### src/rtl/fsq_pkg.sv
// Shared constants and types for the flash row erase and program sequencer.
// Assumes a 16-bit register port and one 10 MHz system clock.
// Contract
// - Eight-bit write-only unlock key field.
// - Key register upper byte reads zero.
// - Program one row, erase eight-row pages.
// - Row program writes 64 latched instructions.
// - No operation without unlock just before.
// - Go starts erase and stalls CPU.
// - Go starts row program and stalls CPU.
// - Go clears when erase completes.
// - Go clears when row program completes.
package fsq_pkg;

    // ****************************************************************
    // Register map
    // ****************************************************************
    localparam logic [2:0] REG_CTRL = 3'h0;
    localparam logic [2:0] REG_KEY = 3'h1;
    localparam logic [2:0] REG_PAGE = 3'h2;
    localparam logic [2:0] REG_OFS = 3'h3;
    localparam logic [2:0] REG_LAT_LO = 3'h4;
    localparam logic [2:0] REG_LAT_HI = 3'h5;

    // ****************************************************************
    // Control fields
    // ****************************************************************
    localparam int CTRL_GO = 15;
    localparam int CTRL_FLASH_WRITE_ENABLE = 14;
    localparam int CTRL_ERR = 13;
    localparam int CTRL_ERASE = 6;
    localparam int OP_MSB = 3;
    localparam logic [3:0] OP_PAGE_ERASE = 4'h2;
    localparam logic [3:0] OP_ROW_PROG = 4'h1;
    localparam logic [7:0] KEY_FIRST = 8'h55;
    localparam logic [7:0] KEY_SECOND = 8'hAA;
    localparam logic [15:0] RESET_WORD = 16'h0000;

    // ****************************************************************
    // Geometry and timing
    // ****************************************************************
    localparam int ROW_WORDS = 64;
    localparam int ROW_ADDR_LSB = 7;
    localparam int PAGE_ADDR_LSB = 10;
    localparam logic [15:0] OFS_STEP = 16'h0002;
    localparam int CLK_FREQ_MHZ = 10;
    localparam int ERASE_TIME_US = 20000;
    localparam int PROG_TIME_US = 1500;
    localparam int ERASE_CYCLES = ERASE_TIME_US * CLK_FREQ_MHZ;
    localparam int PROG_CYCLES = PROG_TIME_US * CLK_FREQ_MHZ;
    localparam int CNT_W = 24;

    typedef enum logic [1:0] {
        FSQ_KEY_IDLE,
        FSQ_KEY_GOT_FIRST,
        FSQ_KEY_ARMED
    } fsq_key_st_t;

    typedef enum logic [1:0] {
        FSQ_IDLE,
        FSQ_ERASE,
        FSQ_PROG
    } fsq_st_t;

endpackage : fsq_pkg

### src/rtl/fsq_sequencer.sv
// Flash row erase and program sequencer with latches and unlock key.
// Assumes the CPU halts while stall is high and the array obeys strobes.
`timescale 1ns/1ns
module fsq_sequencer #(
    parameter int ERASE_CYCLES = fsq_pkg::ERASE_CYCLES,
    parameter int PROG_CYCLES = fsq_pkg::PROG_CYCLES,
    parameter int ROW_WORDS = fsq_pkg::ROW_WORDS
) (
    // Clock and reset
    input wire logic clk,
    input wire logic reset,
    // Register port
    input wire logic [2:0] reg_addr,
    input wire logic [15:0] reg_wdata,
    input wire logic reg_wr,
    input wire logic reg_rd,
    output logic [15:0] reg_rdata,
    // CPU stall
    output logic cpu_stall,
    // Flash array
    output logic flash_erase,
    output logic flash_prog_wr,
    output logic [23:0] flash_addr,
    output logic [23:0] flash_data
);

    localparam int IW = $clog2(ROW_WORDS);

    typedef struct packed {
        fsq_pkg::fsq_st_t st;
        logic go;
        logic flash_write_enable;
        logic err;
        logic erase;
        logic [3:0] op;
        logic [7:0] page;
        logic [15:0] ofs;
        logic [fsq_pkg::CNT_W-1:0] cnt;
        logic [IW:0] wcnt;
        logic [23:0] base;
        logic [15:0] rdata;
        logic stall;
        logic f_erase;
        logic f_wr;
        logic [23:0] f_addr;
        logic [23:0] f_data;
    } fsq_state_t;

    fsq_state_t s;
    fsq_state_t next_s;
    logic [15:0] lat_lo [ROW_WORDS];
    logic [7:0] lat_hi [ROW_WORDS];
    logic armed;
    logic key_wr;
    logic other_wr;
    logic go_wr;
    logic do_erase;
    logic do_prog;

    function automatic logic hit(input logic [2:0] a);
        hit = (reg_addr == a);
    endfunction : hit

    assign key_wr = reg_wr && hit(fsq_pkg::REG_KEY);
    assign other_wr = reg_wr && !hit(fsq_pkg::REG_KEY);
    assign go_wr = reg_wr && hit(fsq_pkg::REG_CTRL) &&
                   reg_wdata[fsq_pkg::CTRL_GO] && s.st == fsq_pkg::FSQ_IDLE;
    assign do_erase = go_wr && armed && reg_wdata[fsq_pkg::CTRL_FLASH_WRITE_ENABLE] &&
        reg_wdata[fsq_pkg::CTRL_ERASE] &&
        reg_wdata[fsq_pkg::OP_MSB:0] == fsq_pkg::OP_PAGE_ERASE;
    assign do_prog = go_wr && armed && reg_wdata[fsq_pkg::CTRL_FLASH_WRITE_ENABLE] &&
        !reg_wdata[fsq_pkg::CTRL_ERASE] &&
        reg_wdata[fsq_pkg::OP_MSB:0] == fsq_pkg::OP_ROW_PROG;

    fsq_unlock u_unlock (
        .clk(clk),
        .reset(reset),
        .key_wr(key_wr),
        .key_data(reg_wdata[7:0]),
        .other_wr(other_wr),
        .armed(armed)
    );

    // ****************************************************************
    // Program latches
    // ****************************************************************
    // Latches hold no reset; software loads them before every row.
    // latch loading
    always_ff @(posedge clk) begin
        if (reg_wr && hit(fsq_pkg::REG_LAT_LO) &&
            s.st == fsq_pkg::FSQ_IDLE) begin
            lat_lo[s.ofs[IW:1]] <= reg_wdata;
        end
        if (reg_wr && hit(fsq_pkg::REG_LAT_HI) &&
            s.st == fsq_pkg::FSQ_IDLE) begin
            lat_hi[s.ofs[IW:1]] <= reg_wdata[7:0];
        end
    end

    // ****************************************************************
    // Registers and sequencer
    // ****************************************************************
    always_comb begin
        next_s = s;
        next_s.f_erase = 1'b0;
        next_s.f_wr = 1'b0;
        next_s.rdata = fsq_pkg::RESET_WORD;
        if (reg_rd) begin
            case (reg_addr)
                fsq_pkg::REG_CTRL: begin
                    next_s.rdata[fsq_pkg::CTRL_GO] = s.go;
                    next_s.rdata[fsq_pkg::CTRL_FLASH_WRITE_ENABLE] = s.flash_write_enable;
                    next_s.rdata[fsq_pkg::CTRL_ERR] = s.err;
                    next_s.rdata[fsq_pkg::CTRL_ERASE] = s.erase;
                    next_s.rdata[fsq_pkg::OP_MSB:0] = s.op;
                end
                fsq_pkg::REG_PAGE: next_s.rdata[7:0] = s.page;
                fsq_pkg::REG_OFS: next_s.rdata = s.ofs;
                default: next_s.rdata = fsq_pkg::RESET_WORD;
            endcase
        end
        // Writes are ignored while busy; the CPU is stalled then anyway.
        if (reg_wr && s.st == fsq_pkg::FSQ_IDLE) begin
            case (reg_addr)
                fsq_pkg::REG_CTRL: begin
                    next_s.flash_write_enable = reg_wdata[fsq_pkg::CTRL_FLASH_WRITE_ENABLE];
                    next_s.err = reg_wdata[fsq_pkg::CTRL_ERR];
                    next_s.erase = reg_wdata[fsq_pkg::CTRL_ERASE];
                    next_s.op = reg_wdata[fsq_pkg::OP_MSB:0];
                    if (reg_wdata[fsq_pkg::CTRL_GO] && !do_erase &&
                        !do_prog) begin
                        next_s.err = 1'b1;
                    end
                end
                fsq_pkg::REG_PAGE: next_s.page = reg_wdata[7:0];
                fsq_pkg::REG_OFS: next_s.ofs = reg_wdata;
                fsq_pkg::REG_LAT_HI: next_s.ofs = s.ofs + fsq_pkg::OFS_STEP;
                default: next_s.err = next_s.err;
            endcase
        end
        case (s.st)
            fsq_pkg::FSQ_IDLE: begin
                if (do_erase) begin
                    next_s.st = fsq_pkg::FSQ_ERASE;
                    next_s.go = 1'b1;
                    next_s.stall = 1'b1;
                    next_s.cnt = fsq_pkg::CNT_W'(ERASE_CYCLES - 1);
                    next_s.f_erase = 1'b1;
                    next_s.f_addr = {s.page, s.ofs} &
                        ~24'((1 << fsq_pkg::PAGE_ADDR_LSB) - 1);
                end else if (do_prog) begin
                    next_s.st = fsq_pkg::FSQ_PROG;
                    next_s.go = 1'b1;
                    next_s.stall = 1'b1;
                    next_s.cnt = fsq_pkg::CNT_W'(PROG_CYCLES - 1);
                    next_s.wcnt = '0;
                    next_s.base = {s.page, s.ofs} &
                        ~24'((1 << fsq_pkg::ROW_ADDR_LSB) - 1);
                end
            end
            fsq_pkg::FSQ_ERASE: begin
                next_s.cnt = s.cnt - 1'b1;
                if (s.cnt == '0) begin
                    next_s.st = fsq_pkg::FSQ_IDLE;
                    next_s.go = 1'b0;
                    next_s.stall = 1'b0;
                end
            end
            fsq_pkg::FSQ_PROG: begin
                next_s.cnt = s.cnt - 1'b1;
                if (s.wcnt < (IW + 1)'(ROW_WORDS)) begin
                    next_s.f_wr = 1'b1;
                    next_s.f_addr = s.base +
                        24'({s.wcnt[IW-1:0], 1'b0});
                    next_s.f_data = {lat_hi[s.wcnt[IW-1:0]],
                                     lat_lo[s.wcnt[IW-1:0]]};
                    next_s.wcnt = s.wcnt + 1'b1;
                end
                if (s.cnt == '0) begin
                    next_s.st = fsq_pkg::FSQ_IDLE;
                    next_s.go = 1'b0;
                    next_s.stall = 1'b0;
                end
            end
            default: next_s.st = fsq_pkg::FSQ_IDLE;
        endcase
    end

    always_ff @(posedge clk or posedge reset) begin
        if (reset) begin
            s <= '0;
            s.st <= fsq_pkg::FSQ_IDLE;
        end else begin
            s <= next_s;
        end
    end

    assign reg_rdata = s.rdata;
    assign cpu_stall = s.stall;
    assign flash_erase = s.f_erase;
    assign flash_prog_wr = s.f_wr;
    assign flash_addr = s.f_addr;
    assign flash_data = s.f_data;

    // ****************************************************************
    // Checks
    // ****************************************************************
    AST_KEY_READS_ZERO:
    assert property (@(posedge clk) disable iff (reset)
        (reg_rd && reg_addr == fsq_pkg::REG_KEY) |=> reg_rdata == 16'h0000)
    else $error("Key register read not zero.");

    AST_START_NEEDS_UNLOCK:
    assert property (@(posedge clk) disable iff (reset)
        (s.st == fsq_pkg::FSQ_IDLE ##1 s.st != fsq_pkg::FSQ_IDLE) |->
        $past(armed))
    else $error("Operation began without unlock.");

    AST_ERASE_STALLS:
    assert property (@(posedge clk) disable iff (reset)
        do_erase |=> (cpu_stall && flash_erase && s.go) ##1
        (cpu_stall && !flash_erase))
    else $error("Erase start did not stall with one pulse.");

    AST_PROG_STALLS:
    assert property (@(posedge clk) disable iff (reset)
        do_prog |=> cpu_stall ##1 (cpu_stall && flash_prog_wr))
    else $error("Program start did not stall and write.");

    AST_ERASE_CLEARS_GO:
    assert property (@(posedge clk) disable iff (reset)
        (s.st == fsq_pkg::FSQ_ERASE && s.cnt == '0) |=>
        (!s.go && !cpu_stall && s.st == fsq_pkg::FSQ_IDLE))
    else $error("Go not cleared after erase.");

    AST_PROG_CLEARS_GO:
    assert property (@(posedge clk) disable iff (reset)
        (s.st == fsq_pkg::FSQ_PROG && s.cnt == '0) |=>
        (!s.go && !cpu_stall && s.wcnt == (IW + 1)'(ROW_WORDS)))
    else $error("Go not cleared or row short after program.");

    AST_ERASE_PAGE_ALIGNED:
    assert property (@(posedge clk) disable iff (reset)
        flash_erase |-> flash_addr[fsq_pkg::PAGE_ADDR_LSB-1:0] == '0)
    else $error("Erase address not page aligned.");

    AST_ROW_WORD_LIMIT:
    assert property (@(posedge clk) disable iff (reset)
        flash_prog_wr |-> (s.wcnt >= 1 && s.wcnt <= (IW + 1)'(ROW_WORDS) &&
        flash_addr[fsq_pkg::ROW_ADDR_LSB-1:0] ==
        {$past(s.wcnt[IW-1:0]), 1'b0}))
    else $error("Row write outside latch range.");

endmodule : fsq_sequencer

### src/rtl/fsq_unlock.sv
// Unlock key tracker for the flash sequencer.
// Assumes key writes and other writes arrive as one-cycle strobes.
`timescale 1ns/1ns
module fsq_unlock (
    // Clock and reset
    input wire logic clk,
    input wire logic reset,
    // Write events
    input wire logic key_wr,
    input wire logic [7:0] key_data,
    input wire logic other_wr,
    // Unlock state
    output logic armed
);

    typedef struct packed {
        fsq_pkg::fsq_key_st_t st;
    } fsq_unlock_state_t;

    fsq_unlock_state_t s;
    fsq_unlock_state_t next_s;

    // ****************************************************************
    // Key sequence
    // ****************************************************************
    always_comb begin
        next_s = s;
        if (key_wr) begin
            if (key_data == fsq_pkg::KEY_FIRST) begin
                next_s.st = fsq_pkg::FSQ_KEY_GOT_FIRST;
            end else if (key_data == fsq_pkg::KEY_SECOND &&
                         s.st == fsq_pkg::FSQ_KEY_GOT_FIRST) begin
                next_s.st = fsq_pkg::FSQ_KEY_ARMED;
            end else begin
                next_s.st = fsq_pkg::FSQ_KEY_IDLE;
            end
        end else if (other_wr) begin
            next_s.st = fsq_pkg::FSQ_KEY_IDLE;
        end
    end

    always_ff @(posedge clk or posedge reset) begin
        if (reset) begin
            s <= '{st: fsq_pkg::FSQ_KEY_IDLE};
        end else begin
            s <= next_s;
        end
    end

    assign armed = (s.st == fsq_pkg::FSQ_KEY_ARMED);

    AST_KEY_PAIR_ARMS:
    assert property (@(posedge clk) disable iff (reset)
        (key_wr && key_data == fsq_pkg::KEY_FIRST) ##1
        (key_wr && key_data == fsq_pkg::KEY_SECOND) |=> armed)
    else $error("Ordered key pair did not arm.");

    AST_KEY_BREAK_DISARMS:
    assert property (@(posedge clk) disable iff (reset)
        (key_wr && key_data != fsq_pkg::KEY_FIRST &&
         key_data != fsq_pkg::KEY_SECOND) |=> (!armed ##1 !armed))
    else $error("Broken key sequence left partial unlock.");

endmodule : fsq_unlock

### config.mk
export PLATFORM = sky130hd
export DESIGN_NAME = fsq_sequencer
export DESIGN_NICKNAME = d
export VERILOG_FILES = /design/src/rtl/fsq_pkg.sv /design/src/rtl/fsq_sequencer.sv /design/src/rtl/fsq_unlock.sv
export SDC_FILE = /design/constraint.sdc
export NUM_CORES = 2
export LEC_CHECK = 0
export ABC_AREA = 1
export BUFFER_PORTS_ARGS = -buffer_cell sky130_fd_sc_hd__buf_2
export CORE_MARGIN = 2
export CORE_UTILIZATION = 30
export DETAILED_ROUTE_END_ITERATION = 10
export PLACE_DENSITY_LB_ADDON = 0.1
export SYNTH_ARGS = -nofsm -noshare
export SYNTH_HDL_FRONTEND = slang
export SYNTH_SLANG_ARGS = --single-unit
export TNS_END_PERCENT = 100
### constraint.sdc
create_clock -name clk -period 5.2 [get_ports clk]
set_input_delay 0.78 -clock clk [delete_from_list [all_inputs] [get_ports clk]]
set_output_delay 0.78 -clock clk [all_outputs]
set_load 0.05 [all_outputs]
# Word-level counts from Yosys, hierarchy flattened
# Memory sizes are Yosys's and may differ from the RTL's.
# Cells that the tools add are included.
# classes
bitwise	1
muxes	38
n_eq_ne	19
magnitude_cmp	1
n_reduce_logical	41
add_sub_neg	4
# ops
cell	n
24-bit one-hot mux with 2 select lines	2
55-bit 2-to-1 mux	1
49-bit 2-to-1 mux	1
24-bit 2-to-1 mux	2
16-bit one-hot mux with 2 select lines	1
31-bit 2-to-1 mux	1
24-bit by 7-bit adder with 24-bit output	1
24-bit zero test	1
24-bit by 1-bit subtractor with 24-bit output, second input constant	1
1-bit logical AND	19
16-bit by 2-bit adder with 16-bit output, second input constant	1
16-bit 2-to-1 mux	1
7-bit one-hot mux with 2 select lines	1
4-bit one-hot mux with 3 select lines	1
2-bit AND reduction	6
1-bit 2-to-1 mux	11
3-bit 2-to-1 mux	3
3-bit AND reduction	3
8-bit by 7-bit == test with 1-bit output, second input constant	1
8-bit == test, second input constant	1
2-bit 2-to-1 mux	4
2-bit != test, second input constant	4
2-bit one-hot mux with 2 select lines	2
2-bit nonzero test	4
22 further kinds	31
# word_totals
inputBits	23
ram_bits	1536
reg_bits	151
out_inout_bits	67
mem_count	2
# memory_table
name	depth	width	read_ports	rd_clocked_by_memory_dff	write_ports	line_no	source
lat_lo	64	16	1	0	1	fsq_sequencer.sv:51	logic [15:0] lat_lo [ROW_WORDS];
lat_hi	64	8	1	0	1	fsq_sequencer.sv:52	logic [7:0] lat_hi [ROW_WORDS];

# Longest topological paths before layout
# depth
word_depth	12
depth_mapped	16
mapped_depth_nobuf	13

# Hierarchy
# From an unflattened synthesis, not the netlist that was laid out.
# hier_totals
hier_cells	7288
hier_area_um2	73341.6
# modules_own_cells
mod	cells_per_inst	instances	area_each_um2
fsq_sequencer	7256	1	73171.4
fsq_unlock	32	1	170.2

# Least setup slack after synthesis
# OpenSTA, ideal clock, no wires.
# synth_timing
path_kind	input -> register
start	input reg_wr
end	memory lat_lo[11][0] (enable)
stages	5
t_arrival_ns	2.218
setup_slack_ns	2.593
cell_sequence	nand2_1 > inv_2 > nand4_1 > clkbuf_1 > nor2_1
# synth_via
elab_chain_cells	4
# synth_rtl
item	line_no	source
start, declared	fsq_sequencer.sv:15	input wire logic reg_wr,
1-bit logical AND (2 in a row)	fsq_sequencer.sv:90	if (reg_wr && hit(fsq_pkg::REG_LAT_LO) &&
1-bit 2-to-1 mux	fsq_sequencer.sv:90	
1-bit 2-to-1 mux (not written as such)	fsq_sequencer.sv:92	lat_lo[s.ofs[IW:1]] <= reg_wdata;
end, declared	fsq_sequencer.sv:51	
# Every way passes these cells.

# Worst setup path after layout
# layout_timing
start	register s[93] in the netlist's numbering
end	register flash_data[13] (netlist name)
# layout_via
elab_chain_cells	2
word_cells_on_any_way	3
cone_classes	order compare (1); reduce/logical (1); memory (1)
# layout_rtl
item	line_no	source
start, declared	fsq_sequencer.sv:49	fsq_state_t s;
start signal, assigned	fsq_sequencer.sv:194	s <= next_s;
parallel branches: the longest is 2 deep, another holds memory 64 x 16 bit	-	
# Parallel ways; which one is timed is not known.
# A chain may end at the register's enable or synchronous reset.

==> results.yml <==
outcome:
  outcome: "completed"
clock_tree:
  cts_tree: "done"
  clockBufferDepth: 3
  cts.sinks: 1685
  clock_latency_ns: 0.84
  path_clk_slew_ns: 0.06
  postCtsHoldBufs: 0
  post_cts_resized: 0
  cts_buffers: 192
  htree_levels: 4
  postCtsSetupRepairBufs: 0
  cts_root_buf: "clkbuf_16"
sta:
  fin_skew_ns: 0.0343
  tightest_slew_ns: 1.31
  slew_headroom: 0.122
  slew_violations: 0
  setup_tns_ns: 0
  hold_viol_final: 0
  rsz0062_at_grt: "false"
  period_needed_ns: 4.07
  fmax_ghz: 0.246
  fin_crit_sh: 0.782
  setup_viol: 0
logic_synthesis:
  yosys_register_bits: 1685
  synth_top_family_by_area: "simple AND/OR/NAND/NOR gates"
  synth_xor_area_frac: 0.00287
  yosysSeqAreaShare: 0.682
  synth_top_area_share: 0.631
  syn_nets: 7298
  synth_area_per_cell_um2: 10.1
  synth-adder-area-share: 0.00103
  muxShareOfSynthArea: 0
  synth_compound_area_frac: 0.0218
  yosysUniqueCellTypes: 43
  synth_cells: 7269
  synth_area_leader_cell: "edfxtp_1"
  ys_top_cells_by_area: "edfxtp_1, nand2_1, nand3_1, dfrtp_1, inv_1"
  synth_warnings: 0
  synth-simple-area-share: 0.222
  netlist_area_um2: 73100
worst_setup_path:
  cp-end-kind: "flip-flop"
  crit_required_ns: 5.97
  crit_type: "flip-flop to flip-flop"
  critPathMaxFanout: 48
  startpoint_type: "flip-flop"
  crit_arrival_ns: 4.83
global_route:
  grt_pass1_vias: 48296
  use_met3: 0.0242
  grt_usage: 0.196
  grt_max_degree: 132
  antenna_found_initial: 15
  busiest_layer: "met2"
  grt_pass1_wl_um: 357000
  gr-total-overflow: 0
  grt_use_met1: 0.271
  use_met2: 0.327
layout:
  final_cell_mix: "nand2_1, edfxtp_1, nand3_1, inv_1, nor2_1"
  final_common_cell: "nand2_1"
  nets: 7301
  drive_above_1_share: 0.0827
  syn_to_final_growth_pct: 13.9
floorplanning:
  ios: 90
  die_h_um: 498
  fp.dieW_um: 498
  start_util: 0.301
  dieArea_um2: 248000
  rows: 181
  coreArea_um2: 243000
place:
  io_buffers: 88
  hpwl_um: 145000
  gp_congestion: 0.793
run:
  max_cap_viol_count: 0
drt:
  drc: 0
  viasPerCell: 4.65
  first_iter_violations: 3862
  dr.pass1.iters: 5
  wl_per_cell_um: 23.2
  vias: 49474
  drt_wl_total_um: 247000
  antenna_left: 0
min_path:
  hold_path.class: "primary input to async pin"
power:
  power.leakage_nw: 33.4
  irDropWorstVdd_mv: 0.487
  totalPowerFinal_mw: 40.4
  p_per_area_nw_per_um2: 485
[cells by family after synthesis]
group                      Yosys count
and+or+nand+nor                   4029
AOI/OAI and AO/OA                  310
xor gates and xnor gates            24
DFF                               1685
buffers and inverters             1214
adders and majority gates            6
other                                1
[through the flow]
| stage | hold WS (ns) | std cells | cell area [um2] | util | setup slack [ns] |
|---|---|---|---|---|---|
| after global routing | 0.0659 | 10637 | 83300 | 0.343 | 0.962 |
| after global placement | 0.458 | 10280 | 77100 | 0.318 | 1.09 |
| after floorplan | 0.443 | 7269 | 73100 | - | 0.412 |
| final | 0.0496 | 10641 | 83300 | 0.343 | 1.13 |
| after detailed placement | 0.459 | 10280 | 77100 | 0.318 | 1.10 |
| after CTS | 0.0387 | 10636 | 83300 | 0.343 | 1.07 |
[worst max-delay path, stage by stage (launching register included)]
cell and delay (ns):
dfrtp_4 0.66, nand2_1 0.52, inv_4 0.83, buf_4 0.63
nand3_1 0.29, nand2_1 0.14, nor2_1 0.07, nand2_1 0.06
nand2_1 0.07, nor2_1 0.44, nor2_1 0.10, nor2_1 0.09
[synth_stat cells (all sizes together)]
master  instances
nand2        2459
o21ai         248
a21oi          45
a22oi           2
o21bai          1
ha              6
xnor2           1
nor4            2
o22ai           6
nor3           26
conb            1
o221ai          3
nand3         784
clkbuf        110
inv           781
o211ai          1
dfrtp         149
a31oi           2
nor2          749
a21o            1
nor3b           1
nand4           7
xor2           23
a32oi           1
clkinv          1
buf           322
edfxtp       1536
nand3b          1
[routing by layer]
metal  vias up  wire (um)
met5         -         12
met4         2       5630
met3       285      10600
met2      1087     118000
met1     24482     113000
li1      23618          -
[sequential cells by signal (all words and copies together), names as in the netlist]
signal and cells:
flash_addr 23, reg_rdata 16, s 82, flash_prog_wr 1, lat_hi 512, u_unlock.s 2
flash_erase 1, lat_lo 1024, flash_data 24
[area by class of cell]
class / instances / area (um2)
Fill cell: 24737 / 159000
Sequential cell: 1685 / 49900
Multi-Input combinational cell: 4370 / 18400
Clock buffer: 252 / 5330
Tap cell: 3202 / 4010
Inverter: 782 / 2970
Timing Repair Buffer: 241 / 1900
Clock inverter: 104 / 841
Antenna cell: 5 / 12.5
[power by group]
part,internal [mW],total [mW],switching (mW)
Clock,7.68,13.4,5.70
Sequential,15.2,15.7,0.514
Combinational,2.83,11.4,8.53
Total,25.7,40.4,14.7
[path summary, 6_finish.rpt]
kind	cells past startpoint	slack, ns	startpoint	end
setup / recovery	11	1.13	s[93]	flash_data[13]
hold / removal	2	0.05	reset	flash_addr[3]
setup reg to reg	11	1.13	s[93]	flash_data[13]
hold reg to reg	2	0.47	flash_addr[9]	flash_addr[9]
max in group asynchronous	3	4.02	reset	s[151]
min in group clk	3	0.19	reg_rd	reg_rdata[3]
Power figures use the tool's default switching activity.
